==> src/hw/pllms_pkg.sv <==
// pllms_pkg: shared constants and types for the loop mode and reference select control
package pllms_pkg;

  // ----------------------------------------
  // register offsets and reset values
  // ----------------------------------------
  localparam logic [7:0] ADDR_MODE = 8'h33;
  localparam logic [7:0] ADDR_MASK = 8'h34;
  localparam logic [7:0] ADDR_STAT = 8'h44;
  localparam logic [7:0] RST_MODE = 8'h0F;
  localparam logic [7:0] RST_MASK = 8'h87;
  localparam logic [7:0] RST_STAT = 8'h00;

  // ----------------------------------------
  // field positions
  // ----------------------------------------
  localparam int HOLD_MASK_LSB = 0;
  localparam int SW_MASK_LSB = 4;
  localparam int STAT_HOLD_BIT = 0;
  localparam int STAT_LOCK_BIT = 1;
  localparam logic [2:0] PRIO_DISABLED = 3'h7;

  // ----------------------------------------
  // types
  // ----------------------------------------
  typedef enum logic [1:0] {
    PLLMS_FREERUN = 2'b00,
    PLLMS_HOLDOVER = 2'b01,
    PLLMS_FORCED = 2'b10,
    PLLMS_AUTO = 2'b11
  } pllms_mode_t;

  typedef enum logic [1:0] {
    PLLMS_ST_FREE = 2'b00,
    PLLMS_ST_HOLD = 2'b01,
    PLLMS_ST_LOCK = 2'b10
  } pllms_state_t;

  // bit order matches the mask nibbles: bit 0 loss of signal
  typedef struct packed {
    logic guard_soak_timer_fail;
    logic coarse_frequency_monitor_fail;
    logic single_cycle_monitor_fail;
    logic loss_of_signal_fail;
  } pllms_fail_t;

  typedef struct packed {
    logic [1:0] refsel;
    logic external_feedback_use;
    logic [2:0] rsvd;
    pllms_mode_t mode;
  } pllms_mode_reg_t;

endpackage : pllms_pkg

==> src/hw/pllms_ref_qual.sv <==
// pllms_ref_qual: per-reference availability under the failure masks
module pllms_ref_qual (
  input wire pllms_pkg::pllms_fail_t fail,
  input wire logic [2:0] prio,
  input wire logic [3:0] hold_mask,
  input wire logic [3:0] sw_mask,
  output logic usable,
  output logic hold_fail
);

  // a low mask bit hides that failure type
  logic disabled;
  assign disabled = (prio == pllms_pkg::PRIO_DISABLED);
  assign hold_fail = disabled | (|(fail & hold_mask));
  assign usable = ~disabled & ~(|(fail & sw_mask));

endmodule : pllms_ref_qual

==> src/hw/pllms_sticky.sv <==
// pllms_sticky: one status bit that holds until read
module pllms_sticky (
  input wire logic ref_clk,
  input wire logic rst_b,
  input wire logic set_cond,
  input wire logic rd_clr,
  output logic sticky
);

  logic sticky_reg;
  logic sticky_next;

  // set wins over the read clear so an event in the read cycle is kept
  always_comb begin
    sticky_next = set_cond | (sticky_reg & ~rd_clr);
  end

  always_ff @(posedge ref_clk or negedge rst_b) begin
    if (!rst_b) begin
      sticky_reg <= 1'b0;
    end else begin
      sticky_reg <= sticky_next;
    end
  end

  assign sticky = sticky_reg;

endmodule : pllms_sticky

==> src/hw/pllms_ctrl.sv <==
// pllms_ctrl: loop mode, reference selection, masks and sticky status
// Function
// - mode field: 00 free,01 hold,10 forced,11 auto
// - auto picks by priority; holdover when none available
// - forced mode never switches; holdover on failure
// - forced holdover keeps last selected reference
// - freerun derives outputs from oscillator only
// - feedback enable bit gates delay compensation
// - single shared feedback used whenever enabled
// - auto mode: reference field reads selection
// - forced mode: reference field selects reference
// - free and hold modes ignore reference field
// - low holdover mask bit blocks holdover entry
// - low switch mask bit blocks switching
// - status bit 0 flags holdover, unmaskable
// - status bit 1 flags lock, unmaskable
// - different priorities switch revertively; 111 disables
// - equal priorities switch non-revertively
module pllms_ctrl (
  input wire logic ref_clk,
  input wire logic rst_b,
  input wire logic [7:0] reg_addr,
  input wire logic [7:0] reg_wdata,
  input wire logic reg_wr,
  input wire logic reg_rd,
  output logic [7:0] reg_rdata,
  input wire pllms_pkg::pllms_fail_t [3:0] ref_fail,
  input wire logic [3:0][2:0] ref_priority,
  input wire logic loop_locked,
  output logic [1:0] selected_ref,
  output logic holdover_active,
  output logic oscillator_input_only,
  output logic ref_lock_active,
  output logic external_feedback_use
);

  // ----------------------------------------
  // registers
  // ----------------------------------------
  pllms_pkg::pllms_mode_reg_t mode_reg;
  pllms_pkg::pllms_mode_reg_t mode_next;
  logic [7:0] mask_reg;
  logic [7:0] mask_next;
  logic [7:0] rdata_reg;
  logic [7:0] rdata_next;
  logic stat_hold;
  logic stat_lock;
  logic stat_clr;
  // selection register sits here because the read mux shows it in auto mode
  logic [1:0] sel_reg;
  logic [1:0] sel_next;

  always_comb begin
    mode_next = mode_reg;
    mask_next = mask_reg;
    if (reg_wr && reg_addr == pllms_pkg::ADDR_MODE) begin
      mode_next = pllms_pkg::pllms_mode_reg_t'(reg_wdata);
      // the field is status in auto mode, so a write there keeps the control copy
      if (mode_next.mode == pllms_pkg::PLLMS_AUTO) begin
        mode_next.refsel = mode_reg.refsel;
      end
    end
    if (reg_wr && reg_addr == pllms_pkg::ADDR_MASK) begin
      mask_next = reg_wdata;
    end
  end

  always_comb begin
    rdata_next = 8'h00;
    case (reg_addr)
      pllms_pkg::ADDR_MODE: begin
        rdata_next = mode_reg;
        if (mode_reg.mode == pllms_pkg::PLLMS_AUTO) begin
          rdata_next[7:6] = sel_reg;
        end
      end
      pllms_pkg::ADDR_MASK: begin
        rdata_next = mask_reg;
      end
      pllms_pkg::ADDR_STAT: begin
        rdata_next = pllms_pkg::RST_STAT;
        rdata_next[pllms_pkg::STAT_HOLD_BIT] = stat_hold;
        rdata_next[pllms_pkg::STAT_LOCK_BIT] = stat_lock;
      end
      default: begin
        rdata_next = 8'h00;
      end
    endcase
    if (!reg_rd) begin
      rdata_next = rdata_reg;
    end
  end

  assign stat_clr = reg_rd && (reg_addr == pllms_pkg::ADDR_STAT);

  // ----------------------------------------
  // reference qualification
  // ----------------------------------------
  logic [3:0] usable;
  logic [3:0] hold_fail;

  for (genvar g = 0; g < 4; g++) begin : g_qual
    pllms_ref_qual u_qual (
      .fail(ref_fail[g]),
      .prio(ref_priority[g]),
      .hold_mask(mask_reg[pllms_pkg::HOLD_MASK_LSB +: 4]),
      .sw_mask(mask_reg[pllms_pkg::SW_MASK_LSB +: 4]),
      .usable(usable[g]),
      .hold_fail(hold_fail[g])
    );
  end

  // ----------------------------------------
  // selection state machine
  // ----------------------------------------
  pllms_pkg::pllms_state_t state_reg;
  pllms_pkg::pllms_state_t state_next;
  logic [1:0] best_idx;
  logic [2:0] best_prio;
  logic best_found;
  logic better_avail;

  // lowest index wins a tie, and the current one is kept on a tie below
  always_comb begin
    best_idx = 2'h0;
    best_prio = pllms_pkg::PRIO_DISABLED;
    best_found = 1'b0;
    for (int i = 0; i < 4; i++) begin
      if (usable[i] && (!best_found || ref_priority[i] < best_prio)) begin
        best_idx = 2'(i);
        best_prio = ref_priority[i];
        best_found = 1'b1;
      end
    end
    better_avail = best_found && (best_prio < ref_priority[sel_reg]);
  end

  always_comb begin
    state_next = state_reg;
    sel_next = sel_reg;
    case (mode_reg.mode)
      pllms_pkg::PLLMS_FREERUN: begin
        state_next = pllms_pkg::PLLMS_ST_FREE;
      end
      pllms_pkg::PLLMS_HOLDOVER: begin
        state_next = pllms_pkg::PLLMS_ST_HOLD;
      end
      pllms_pkg::PLLMS_FORCED: begin
        sel_next = mode_reg.refsel;
        if (hold_fail[mode_reg.refsel]) begin
          state_next = pllms_pkg::PLLMS_ST_HOLD;
        end else begin
          state_next = pllms_pkg::PLLMS_ST_LOCK;
        end
      end
      pllms_pkg::PLLMS_AUTO: begin
        if (&hold_fail) begin
          state_next = pllms_pkg::PLLMS_ST_HOLD;
        end else if (state_reg == pllms_pkg::PLLMS_ST_LOCK && usable[sel_reg] && !better_avail) begin
          state_next = pllms_pkg::PLLMS_ST_LOCK;
        end else if (best_found) begin
          state_next = pllms_pkg::PLLMS_ST_LOCK;
          sel_next = best_idx;
        end else if (state_reg != pllms_pkg::PLLMS_ST_LOCK) begin
          // no reference usable for switching: wait in holdover rather than pick blindly
          state_next = pllms_pkg::PLLMS_ST_HOLD;
        end
      end
      default: begin
        state_next = pllms_pkg::PLLMS_ST_FREE;
      end
    endcase
  end

  always_ff @(posedge ref_clk or negedge rst_b) begin
    if (!rst_b) begin
      mode_reg <= pllms_pkg::pllms_mode_reg_t'(pllms_pkg::RST_MODE);
      mask_reg <= pllms_pkg::RST_MASK;
      rdata_reg <= 8'h00;
      state_reg <= pllms_pkg::PLLMS_ST_FREE;
      sel_reg <= 2'h0;
    end else begin
      mode_reg <= mode_next;
      mask_reg <= mask_next;
      rdata_reg <= rdata_next;
      state_reg <= state_next;
      sel_reg <= sel_next;
    end
  end

  // ----------------------------------------
  // sticky status
  // ----------------------------------------
  pllms_sticky u_hold_sticky (
    .ref_clk(ref_clk),
    .rst_b(rst_b),
    .set_cond(holdover_active),
    .rd_clr(stat_clr),
    .sticky(stat_hold)
  );

  pllms_sticky u_lock_sticky (
    .ref_clk(ref_clk),
    .rst_b(rst_b),
    .set_cond(ref_lock_active),
    .rd_clr(stat_clr),
    .sticky(stat_lock)
  );

  // ----------------------------------------
  // outputs
  // ----------------------------------------
  assign reg_rdata = rdata_reg;
  assign selected_ref = sel_reg;
  assign holdover_active = (state_reg == pllms_pkg::PLLMS_ST_HOLD);
  assign oscillator_input_only = (state_reg == pllms_pkg::PLLMS_ST_FREE);
  assign ref_lock_active = (state_reg == pllms_pkg::PLLMS_ST_LOCK) && loop_locked;
  // one shared feedback path, so no per-loop source select here
  assign external_feedback_use = mode_reg.external_feedback_use;
endmodule : pllms_ctrl

==> config.mk <==
export PLATFORM = sky130hd
export DESIGN_NAME = pllms_ctrl
export DESIGN_NICKNAME = d
export VERILOG_FILES = /design/src/hw/pllms_pkg.sv /design/src/hw/pllms_ref_qual.sv /design/src/hw/pllms_sticky.sv /design/src/hw/pllms_ctrl.sv
export SDC_FILE = /design/constraint.sdc
export NUM_CORES = 1
export LEC_CHECK = 0
export ABC_AREA = 1
export BUFFER_PORTS_ARGS = -buffer_cell sky130_fd_sc_hd__buf_2
export CAP_MARGIN = 30
export CORE_ASPECT_RATIO = 1.5
export CORE_UTILIZATION = 25
export CTS_CLUSTER_DIAMETER = 200
export DETAILED_ROUTE_END_ITERATION = 16
export PLACE_DENSITY = 0.57
export SYNTH_ARGS = -nofsm -noshare
export SYNTH_HDL_FRONTEND = slang
export SYNTH_SLANG_ARGS = --single-unit
==> constraint.sdc <==
create_clock -name ref_clk -period 4.25 [get_ports ref_clk]
set_clock_uncertainty 0.1 [all_clocks]
set_input_delay 0 -clock ref_clk [delete_from_list [all_inputs] [get_ports ref_clk]]
set_output_delay 0 -clock ref_clk [all_outputs]
set_load 0.02 [all_outputs]
# Word level (Yosys, flattened, before mapping)

Cells that the tools add are included.
W data, S select, Z words.

Bits in registers: 30
Input bits: 49
Output and inout port bits: 14
Word-level logic and storage cells: 124

Magnitude comparators: 6
Eq/ne operators: 18
Muxes and demuxes: 29
Bitwise gates (word level): 30
Reduce and logical (&&, ||, !) cells: 31

Operator list:

| kind                 | count |
|---|---|
| $and A4 B4 Y4        | 8 |
| $reduce_or A4 Y1     | 8 |
| $pmux W8 S3          | 1 |
| $mux W2              | 11 |
| $eq A8 B6 Y1 const B | 2 |
| $mux W3              | 5 |
| $eq A3 B3 Y1 const B | 4 |
| $lt A3 B3 Y1         | 4 |
| $logic_and A1 B1 Y1  | 10 |
| $not A1 Y1           | 10 |
| $eq A2 B2 Y1 const B | 4 |
| $eq A8 B7 Y1 const B | 1 |
| $ne A2 B2 Y1 const B | 4 |
| $pmux W2 S4          | 1 |
| $reduce_and A4 Y1    | 2 |
| $mux W1              | 7 |
| $and A1 B1 Y1        | 6 |
| $bmux W3 S2          | 1 |
| $lt A2 B3 Y1 const B | 2 |
| $or A1 B1 Y1         | 6 |
| $ne A5 B2 Y1 const B | 1 |
| $bmux W1 S2          | 2 |
| $eq A2 B1 Y1 const B | 2 |
| $logic_not A1 Y1     | 4 |
| 5 further kinds      | 8 |

# Longest topological paths before layout

Depth after elaboration: 24
Depth in mapped cells: 40
Depth with buffers taken out: 40

# Modules after synthesis

A second synthesis with hierarchy kept.

Cells, all modules: 343
Area, all modules: 2220.9 um^2

By module, submodules not included:

| module         | instances | cells each | area an instance (um^2) | sequential area each (um^2) |
|---|---|---|---|---|
| pllms_ctrl     | 1         | 269        | 1890.6                  | 710.7 |
| pllms_ref_qual | 4         | 16         | 62.6                    | 0.0 |
| pllms_sticky   | 2         | 5          | 40.0                    | 25.0 |

# Worst setup path before layout

OpenSTA, ideal clock, no wires.

Kind: reg-to-reg
From: register mask_reg[7]
To: register sel_reg[0] (netlist: selected_ref[0])
Library setup time: 118 ps
Arrival time: 3942 ps
Required time: 4032 ps
Path slack: 90 ps
Cell stages (with the launch flop): 34
Buffers on the path: 0
Period minus slack after synthesis: 4160 ps
Path through: dfstp_2 > nand2_1 > nand2_1 > nor2_4 > nand2_4 > nor2_1 > ha_1 > nand2_1 > nand2_1 > nand2_2 > nand2_2 > o21ai_0 > ha_1 > nand2_1 > inv_1 > nand2_1 > nand2_1 > nand2_2 > nand2_4 > o21ai_0 > ha_1 > a21oi_1 > nand2_1 > nand2_2 > nand2_2 > inv_1 > o21ai_0 > ha_1 > a211oi_1 > nand2_2 > nand3_2 > nand3_2 > nand2_1 > nand2_1

Word-level cells in the longest chain between the ends: 23
Elaborated cells between the ends (all ways): 53
Classes of those cells: order compare: 4; eq/ne: 2; mux: 17; bitwise: 12; reduce/logical: 18

RTL lines:

| item                                                    | RTL line             | text |
|---|---|---|
| from (decl)                                             | pllms_ctrl.sv:42     | `logic [7:0] mask_reg;` |
| from (signal assigned)                                  | pllms_ctrl.sv:178    | `mask_reg <= pllms_pkg::RST_MASK;` |
| from (signal assigned)                                  | pllms_ctrl.sv:184    | `mask_reg <= mask_next;` |
| $and A4 B4 Y4                                           | pllms_ref_qual.sv:15 | `assign usable = ~disabled & ~(\|(fail & sw_mask));` |
| $reduce_or A4 Y1                                        | pllms_ref_qual.sv:15 |  |
| $not A1 Y1                                              | pllms_ref_qual.sv:15 |  |
| $and A1 B1 Y1                                           | pllms_ref_qual.sv:15 |  |
| $mux W3 / $mux W1 (equally long branches)               | pllms_ctrl.sv:129    | `if (usable[i] && (!best_found \|\| ref_priority[i] < best_prio)) begin` |
| $lt A3 B3 Y1 / $logic_not A1 Y1 (equally long branches) | pllms_ctrl.sv:129    |  |
| $logic_or A1 B1 Y1                                      | pllms_ctrl.sv:129    |  |
| $logic_and A1 B1 Y1                                     | pllms_ctrl.sv:129    |  |
| (+7 left out)                                           | -                    |  |
| $logic_and A1 B1 Y1                                     | pllms_ctrl.sv:129    |  |
| $mux W3                                                 | pllms_ctrl.sv:129    |  |
| $lt A3 B3 Y1                                            | pllms_ctrl.sv:135    | `better_avail = best_found && (best_prio < ref_priority[sel_reg]);` |
| $logic_and A1 B1 Y1                                     | pllms_ctrl.sv:135    |  |
| $logic_not A1 Y1                                        | pllms_ctrl.sv:159    | `end else if (state_reg == pllms_pkg::PLLMS_ST_LOCK && usable[sel_reg] && !better_avail) begin` |
| $logic_and A1 B1 Y1                                     | pllms_ctrl.sv:159    |  |
| $ne A2 B2 Y1 (no line)                                  | -                    |  |
| $reduce_and A4 Y1 (no line)                             | -                    |  |
| to (signal assigned)                                    | pllms_ctrl.sv:187    | `sel_reg <= sel_next;` |
| to (decl)                                               | pllms_ctrl.sv:50     | `logic [1:0] sel_reg;` |

Several ways; a longest one is shown, not always the timed one. The select of a mux whose other input is x is not followed.
A chain may end at the register's enable or synchronous reset.

# Worst setup path in the final report

Same ends and word-level chain as after synthesis.

==> results.cfg <==
[placed_design]
dp_slack_ns = -0.283
hpwlAfterDp_um = 5720
dpl-instance-area_sq_um = 2810
dpl.cell_count = 514
port_buffers = 62
place.gp.congestion = 0.863

[clock_network]
cts_buffers = 5
cts_tree = done
cts-root-buf = clkbuf_16
cts.path.max_buffers = 2
clk_pin_slew_ns = 0.05
htreeDepth = 2
cts.sinks = 30
clk-insertion-delay-late_ns = 0.28

[global_route]
grt_pass1_vias = 2563
antenna_found_initial = 0
grt_max_degree = 31
grt_usage_pct = 15.9
grt_overflow = 0
grt_pass1_wl_um = 11800

[logic_synthesis]
synth_top_family_by_area = simple AND/OR/NAND/NOR gates
yosys_warnings = 0
yosysTopAreaCellShare_pct = 24.2
yosysSeqAreaShare_pct = 33.4
yosysTopAreaCell = dfrtp_1
synthXorXnorAreaFrac_pct = 0
synthCells = 334
syn_nets = 390
async_flop_share_pct = 100
netlist_area_sq_um = 2280
synthAdderAreaFrac_pct = 3.85
synth_area_leaders = dfrtp_1, nand2_1, dfstp_2
avgSynthCellArea_sq_um = 6.81
synth_compound_area_share_pct = 20.5
synth_edf_count = 0
ys.flop_type = dfrtp_1
ys_seq_elements = 30
synth.distinct_cells = 30
synthSimpleGateAreaFrac_pct = 31.7
synth.area.mux_share_pct = 0

[layout]
final_common_cell = nand2_1
nets = 480
final_cell_mix = nand2_1, buf_2, inv_1
nFillCells = 988
utilization_pct = 36.7
fin_area_sq_um = 3240
area_growth_pct = 42.3
ff_latch_area_sq_um = 761
drive_gt1_share_pct = 35.1
diodes = 0
fin_cells = 535
multi_input_area_sq_um = 1420

[worst_hold_path]
hold_depth = 4
whs_endpoint = reg_rdata[0]$_DFFE_PN0P_
hold_path.class = input pin to flop
hp-start = reg_addr[4]

[sta]
setup-tns-final_ns = 0
hold_viol = 0
setup_ws_ns = 0.151
finalCriticalPeriod_ns = 4.10
holdWs_ns = 0.0103
max_slew_margin_pct = 43.4
slew_viol_final = 0
rsz0062_at_grt = true
fmax_mhz = 244
post-route-period-util_pct = 96.4
finalSetupViolCount = 0
tightest_slew_ns = 0.842

[worst_setup_path]
worstReg2RegEnd = selected_ref[0]$_DFFE_PN0P_
crit_required_ns = 4.32
critPathKind = flop to flop
cpMaxStageDelayCell = dfstp_2
slowest_delay_ns = 0.53
worst-path-max-fanout = 5
r2r_slack_ns = 0.15
ff2ff_path_depth = 38
crit_top_cell = nand2_2
crit_arrival_ns = 4.17
timing.rr.start = mask_reg[7]$_DFFE_PN1P_
path_buf_inv = 3
startpoint_type = flop
critical_path.endpoint_type = flop
crit_family = simple AND/OR/NAND/NOR gates

[drt]
drt_drc_violations_left = 0
routed.top_layer = met4
drt_iter0_markers = 93
drt-total-wl_um = 7030
wl_met3_um = 303
vias_per_cell = 4.69
vias = 2509
drtAntennaViolNets = 0
wl_per_cell_um = 13.1
wl_met2_um = 3790
first_pass_iters = 4
wl_met1_um = 2840

[floorplanning]
die-width_um = 79.9
core_sq_um = 8830
die-area_sq_um = 9500
fp-row-count = 42
initial_utilization_pct = 25.8
num_io_pins = 63
die_h_um = 119

[outcome]
outcome = complete, no violations

[power_and_ir_drop]
powerDensity_nw_per_um2 = 319
p_leak_nw = 1.66
p_total_mw = 1.03
vdd_drop_max_mv = 0.220

[job]
cap_viol_max_count = 0
power breakdown:
group | internal, mW | switching [mW]
combinational | 0.140 | 0.181
clock | 0.274 | 0.123
sequential | 0.301 | 0.0134
total | 0.714 | 0.318
worst reg2reg max path, delay by kind of cell (launching register included):
kind | cells | cell delay (ns)
AO/OA/AOI/OAI | 4 | 0.39
adder cells (fa/ha/maj) | 4 | 1.11
buffers and inverters | 3 | 0.11
flip-flops | 1 | 0.53
AND/OR/NAND/NOR | 27 | 1.76
cell families after synthesis:
logic type                 after synthesis
AOI/OAI and AO/OA                       80
DFF                                     30
buffers and inverters                   64
and+or+nand+nor                        153
adders and majority gates                7
per-layer routing:
layer	vias up	global-route usage [%]
met5	-	0
met4	0	5.13
met3	7	1.84
met2	54	30.3
met1	1174	17.5
li1	1274	-
final cells by class:
| cell class | count | area share, % |
|---|---|---|
| clock buffers | 5 | 3.86 |
| repair buffers | 89 | 16.7 |
| inverters | 58 | 6.80 |
| multi-input cells | 240 | 43.7 |
| well taps | 110 | 4.25 |
| flip-flops and latches | 30 | 23.5 |
| clock inverters | 3 | 1.24 |
what timing repair did:
| action | in CTS | in global routing |
|---|---|---|
| endpoints found under the hold margin | 45 | 0 |
| hold buffers | 11 | 0 |
| gates resized for setup | 8 | 29 |
| pin swaps | 2 | 8 |
| endpoints found under the setup margin | 4 | 4 |
| setup buffers | 0 | 2 |
Yosys cell counts (4+ instances only):
cell type and n:
dfrtp_1 22, o22ai_1 9, nand3_1 9, nand2_1 95, clkbuf_1 5, a21oi_1 15
nor3_1 4, nor2_1 14, ha_1 7, nand2_2 11, a211oi_1 4, dfstp_2 8
nand3_2 7, inv_1 55, o21ai_0 41
worst max path at each step:
stage	start	end	slack (ns)	cells past startpoint
after global placement	mask_reg[7]$_DFFE_PN1P_	state_reg[0]$_DFFE_PN0P_	-0.11	33
final	mask_reg[7]$_DFFE_PN1P_	selected_ref[0]$_DFFE_PN0P_	0.15	38
after detailed placement	mask_reg[7]$_DFFE_PN1P_	state_reg[0]$_DFFE_PN0P_	-0.28	33
after CTS	mask_reg[7]$_DFFE_PN1P_	state_reg[0]$_DFFE_PN0P_	0.01	33
after floorplan	mask_reg[7]$_DFFE_PN1P_	selected_ref[0]$_DFFE_PN0P_	0.09	33
after global routing	mask_reg[7]$_DFFE_PN1P_	selected_ref[0]$_DFFE_PN0P_	-0.21	38
No activity file was read; power rests on OpenSTA's default activity.
